--- src/design/sttl_map.svh ---
/*
  Opcode and field constants for the skip-test and timer-1 load decoder.
  Assumes 10-bit instruction words and 4-bit data registers.
*/
`ifndef STTL_MAP_SVH
`define STTL_MAP_SVH

// Opcodes and compare masks
`define STTL_OP_MEM_BIT_MASK 10'h3fc
`define STTL_OP_MEM_BIT 10'h020
`define STTL_OP_CARRY_TEST 10'h02f
`define STTL_OP_PORT_WORD1 10'h024
`define STTL_OP_PORT_WORD2 10'h02b
`define STTL_OP_TIMER_LOAD 10'h230

// Fields
`define STTL_BIT_IDX_HI 1
`define STTL_BIT_IDX_LO 0
`define STTL_Y_LAST 4'h5
`define STTL_Y_IDX_HI 2
`define STTL_Y_IDX_LO 0

`endif

--- src/design/sttl_pkg.sv ---
/*
  Types for the skip-test and timer-1 load decoder.
  Assumes nothing beyond the map header.
*/
package sttl_pkg;

  typedef enum logic [0:0] {ST_RUN, ST_PORT2} sttl_state_t;

  typedef struct packed {
    sttl_state_t state;
    logic skip_pend;
    logic exec_en;
    logic skipped;
    logic skip_set;
    logic t1_load;
    logic bad_sel;
    logic [7:0] t1_val;
    logic [7:0] reload_val;
  } sttl_regs_t;

endpackage

--- src/design/sttl_decoder.sv ---
/*
  Decoder and executor for the three skip-on-zero tests and the timer-1 load.
  Assumes instruction words, operands and flags come from core logic on clk_sys,
  one word per cycle at most, marked by instr_valid.
*/
`timescale 1ns/10ps
`include "sttl_map.svh"

module sttl_decoder
  import sttl_pkg::*;
#(
  parameter int DATA_W = 4,
  parameter int PORT_N = 6
) (
  // Clock and reset
  input wire logic clk_sys,
  input wire logic rst,
  // Instruction stream
  input wire logic instr_valid,
  input wire logic [9:0] instr_word,
  // Operands
  input wire logic [DATA_W-1:0] mem_nibble,
  input wire logic carry_flag,
  input wire logic [DATA_W-1:0] y_reg,
  input wire logic [DATA_W-1:0] acc,
  input wire logic [DATA_W-1:0] b_reg,
  input wire logic [PORT_N-1:0] port_d,
  // Results
  output logic exec_en,
  output logic skipped,
  output logic skip_set,
  output logic bad_sel,
  output logic t1_load,
  output logic [2*DATA_W-1:0] timer1_value,
  output logic [2*DATA_W-1:0] timer1_reload_register
);

  // Widths the logic is built for; others are refused at elaboration
  if (DATA_W != 4 || PORT_N != 6) begin : g_bad_width
    $error("sttl_decoder supports DATA_W=4 and PORT_N=6 only");
  end

  // State register, its next value and the port select
  sttl_regs_t s_r;
  sttl_regs_t s_nxt;
  logic y_ok;
  logic port_bit;

  // Port bit select, valid only for Y up to the last port line
  always_comb begin
    y_ok = (y_reg <= `STTL_Y_LAST);
    port_bit = y_ok ? port_d[y_reg[`STTL_Y_IDX_HI:`STTL_Y_IDX_LO]] : 1'b1;
  end

  // Next-state decode: each valid word is executed, discarded or resolves the port test
  always_comb begin
    s_nxt = s_r;
    // Result flags are one-cycle pulses
    s_nxt.exec_en = 1'b0;
    s_nxt.skipped = 1'b0;
    s_nxt.skip_set = 1'b0;
    s_nxt.t1_load = 1'b0;
    s_nxt.bad_sel = 1'b0;
    if (instr_valid) begin
      unique case (s_r.state)
        ST_PORT2: begin
          // Second word of the port test resolves the skip; Y past the last line never skips
          s_nxt.state = ST_RUN;
          s_nxt.exec_en = 1'b1;
          s_nxt.bad_sel = ~y_ok;
          s_nxt.skip_pend = ~port_bit;
          s_nxt.skip_set = ~port_bit;
        end
        ST_RUN: begin
          if (s_r.skip_pend) begin
            // Discard this word; nothing is written and only skipped is raised
            s_nxt.skip_pend = 1'b0;
            s_nxt.skipped = 1'b1;
          end else begin
            // Execute this word; unknown opcodes only raise exec_en
            s_nxt.exec_en = 1'b1;
            if ((instr_word & `STTL_OP_MEM_BIT_MASK) == `STTL_OP_MEM_BIT) begin
              s_nxt.skip_pend = ~mem_nibble[instr_word[`STTL_BIT_IDX_HI:`STTL_BIT_IDX_LO]];
              s_nxt.skip_set = s_nxt.skip_pend;
            end else if (instr_word == `STTL_OP_CARRY_TEST) begin
              // Carry is only read here, never written
              s_nxt.skip_pend = ~carry_flag;
              s_nxt.skip_set = ~carry_flag;
            end else if (instr_word == `STTL_OP_PORT_WORD1) begin
              // Operands of the port test are read with its second word
              s_nxt.state = ST_PORT2;
            end else if (instr_word == `STTL_OP_TIMER_LOAD) begin
              // B fills the upper nibble, the accumulator the lower, of both registers
              s_nxt.t1_load = 1'b1;
              s_nxt.t1_val = {b_reg, acc};
              s_nxt.reload_val = {b_reg, acc};
            end
          end
        end
      endcase
    end
  end

  // State register
  always_ff @(posedge clk_sys or posedge rst) begin
    if (rst) begin
      s_r <= '0;
    end else begin
      s_r <= s_nxt;
    end
  end

  // Outputs straight from the state register
  always_comb begin
    exec_en = s_r.exec_en;
    skipped = s_r.skipped;
    skip_set = s_r.skip_set;
    bad_sel = s_r.bad_sel;
    t1_load = s_r.t1_load;
    timer1_value = s_r.t1_val;
    timer1_reload_register = s_r.reload_val;
  end
endmodule // sttl_decoder

--- config.mk ---
export PLATFORM = sky130hd
export DESIGN_NAME = sttl_decoder
export DESIGN_NICKNAME = d
export VERILOG_FILES = /design/src/design/sttl_pkg.sv /design/src/design/sttl_decoder.sv
export VERILOG_INCLUDE_DIRS = /design/src /design/src/design
export SDC_FILE = /design/constraint.sdc
export NUM_CORES = 1
export LEC_CHECK = 0
export ABC_AREA = 0
export BUFFER_PORTS_ARGS = -buffer_cell sky130_fd_sc_hd__buf_2
export CORE_ASPECT_RATIO = 1.2
export CORE_MARGIN = 5
export CORE_UTILIZATION = 44
export DETAILED_ROUTE_END_ITERATION = 10
export PLACE_DENSITY_LB_ADDON = 0.08
export SLEW_MARGIN = 20
export SYNTH_ARGS = -nofsm -noshare
export SYNTH_HDL_FRONTEND = slang
export SYNTH_SLANG_ARGS = --single-unit
--- constraint.sdc ---
create_clock -name clk_sys -period 6 [get_ports clk_sys]
set_input_delay 1.2 -clock clk_sys [delete_from_list [all_inputs] [get_ports clk_sys]]
set_output_delay 1.2 -clock clk_sys [all_outputs]
set_load 0.005 [all_outputs]
==> impl_metrics.py <==
metrics = {
    "final_layout": {
        "fillers": 170,
        "diodes": 0,
        "finalCoreUtilization_pct": 56.9,
        "final_cell_count_no_fill": 132,
        "drive_gt1_share_pct": 65.5,
        "syn_to_final_growth_pct": 23.3,
        "multi_input_area_um2": 332,
        "mostFrequentLayoutCell": "buf_2",
        "layout_common_cells": "56 x buf_2, 15 x dfrtp_1, 8 x mux2_4",
        "seqCellArea_um2": 375,
        "nets": 150,
    },
    "clocking": {
        "holdBufCountCts": 0,
        "htreeDepth": 1,
        "cts-root-buf": "clkbuf_4",
        "clock_latency_ps": 270,
        "cts.sinks": 15,
        "cts_buffers": 3,
        "ctsResizeCount": 0,
        "clkTransAtPathRegs_ps": 80,
        "cts_tree": "built",
        "cts_max_path_buffers": 2,
        "post-cts-setup-buffer-count": 0,
    },
    "global_routing": {
        "grt_max_degree": 16,
        "grt-ovfl-total": 0,
        "grt_pass1_wl_um": 2820,
        "antenna_found_initial": 0,
        "grt_usage_pct": 12.2,
        "grt_pass1_vias": 692,
    },
    "flow_run": {
        "max-cap-violations": 0,
    },
    "min_path": {
        "hp-class": "reg2reg",
        "whs_path_depth": 1,
    },
    "setup_path": {
        "critPathMaxStageDelay_ps": 610,
        "start_kind": "input port",
        "crit_path_end_kind": "flop",
        "slowest_stage": "or3_1",
        "cp_max_fo": 9,
        "crit_path_frequent_cell": "or3_1",
        "path_delay_family": "simple AND/OR/NAND/NOR gates",
        "crit_chain": "buf_2 -> or4b_1 -> or3_1 -> or3_1 -> mux2_4",
        "r2r_slack_ps": 3810,
        "r2r.worst_path.cells": 3,
        "crit_required_ps": 6160,
        "cp.arrival_ps": 3150,
        "crit_cells": 5,
        "crit_type": "in2reg",
        "path_buf_inv": 1,
    },
    "logic_synthesis": {
        "synthesis.instances": 70,
        "yosys.area.top_type": "dfrtp_1",
        "yosysWarnings": 0,
        "ys_ff_latch": 15,
        "synth_area_leaders": "dfrtp_1 44%, buf_4 14%, mux2_4 14%",
        "syn_nets": 106,
        "syn_area_um2": 853,
        "yosysSeqAreaShare_pct": 44.0,
        "synth.avg_cell_area_um2": 12.2,
        "yosysTopAreaCellShare_pct": 44.0,
        "ys_types": 25,
    },
    "routing": {
        "post_drt_wl_per_cell_um": 12.1,
        "postRouteAntennaNets": 0,
        "wl_um": 1600,
        "vias_per_cell": 4.89,
        "vias": 645,
        "drtIter0Drc": 1,
        "drc": 0,
        "drt_first_pass_iters": 2,
    },
    "timing": {
        "max_slew_margin_pct": 64.7,
        "slew_violations": 0,
        "fin_skew_ps": 0.267,
        "fin_crit_sh_pct": 49.9,
        "rsz0062_at_grt": "no",
        "setup_violations": 0,
        "min_period_ps": 3000,
        "timing.final.ws_setup_ps": 3000,
        "worst_pin_slew_ps": 529,
        "timing.fmax_mhz": 334,
        "hold_viol": 0,
        "setup-tns-final_ps": 0,
    },
    "floorplanning": {
        "fp.dieH_um": 58.2,
        "io_pins": 57,
        "die_area_um2": 2920,
        "start_util_pct": 46.1,
        "core_um2": 1850,
        "rows": 17,
        "chipWidth_um": 50.2,
    },
    "place": {
        "gp_congestion": 0.672,
        "dp.cells": 128,
        "portBuffers": 56,
        "dp_slack_ps": 2690,
    },
    "pwr": {
        "p_leak_nw": 0.625,
        "power_per_cell_area_nw_per_um2": 173,
        "ir_drop_mv": 0.0855,
    },
    "run_status": {
        "outcome": "complete, no violations",
    },
}
## cell usage after synthesis
cell type,count
a31oi_1,1
nand2_1,1
o41ai_1,1
nand4b_1,1
or3b_2,1
nor2_1,1
dfrtp_1,15
or4_2,2
nor4_1,2
a211oi_1,1
nand3_1,1
mux4_2,2
mux2_4,8
or3_1,2
or4b_1,1
nor3_1,1
and3_1,1
buf_4,16
inv_1,4
or2_2,1
a21oi_1,3
buf_6,1
nor4b_1,1
mux2i_1,1
or4b_2,1
## logic make-up (layout without fill, tap and decap cells)
| logic type | after synthesis | count (layout) | synth area share [%] |
|---|---|---|---|
| AOI/OAI and AO/OA | 6 | 6 | 4.40 |
| buffers and inverters | 21 | 64 | 17.2 |
| and+or+nand+nor | 17 | 17 | 13.9 |
| muxes | 11 | 11 | 20.5 |
| DFF | 15 | 15 | 44.0 |
## state kept, by name (all words and copies together), names as in the netlist
| register | cells |
|---|---|
| timer1_reload_register | 8 |
| s_r | 2 |
| bad_sel | 1 |
| exec_en | 1 |
| skip_set | 1 |
| skipped | 1 |
| t1_load | 1 |
## area by class of cell
class,instances,area share [%]
multi-input combinational,34,31.5
timing repair buffer,56,26.6
inverter,4,1.43
tap,19,2.26
sequential,15,35.7
clock buffer,4,2.50
## worst register-to-register path, delay by kind of cell (launching register included)
kind             cells  cell delay, ps
DFF                  1             420
muxes                1             390
and+or+nand+nor      2            1280
## stage by stage
step | power (mW) | area, um2 | hold WS [ps]
2_1_floorplan | 0.117 | 853 | 463
3_3_place_gp | 0.131 | 1030 | 508
3_5_place_dp | 0.131 | 1030 | 503
4_1_cts | 0.185 | 1050 | 527
5_1_grt | 0.194 | 1050 | 550
6_report | 0.182 | 1050 | 517
## routing by layer
| layer | track usage, % | up-vias | part of all wire (%) |
|---|---|---|---|
| met4 | 7.87 | 0 | 1.7 |
| li1 | - | 323 | - |
| met2 | 19.7 | 41 | 44 |
| met1 | 14.9 | 279 | 41 |
| met3 | 2.06 | 2 | 13 |
| met5 | 0 | - | 0 |
## power by group
| part | total [mW] | switching (mW) | internal, mW | leakage, nW |
|---|---|---|---|---|
| combinational | 0.0247 | 0.00977 | 0.0149 | 0.404 |
| sequential | 0.104 | 0.00107 | 0.103 | 0.206 |
| clock | 0.0535 | 0.0278 | 0.0257 | 0.0150 |
## final timing paths
kind	start	to
max	instr_word[3]	timer1_reload_register[0]
min	s_r[21]	exec_en
max reg2reg	s_r[21]	timer1_reload_register[0]
min reg2reg	s_r[21]	exec_en
max in group asynchronous	rst	t1_load
min in group asynchronous	rst	timer1_reload_register[6]
Power figures use the tool's default switching activity.
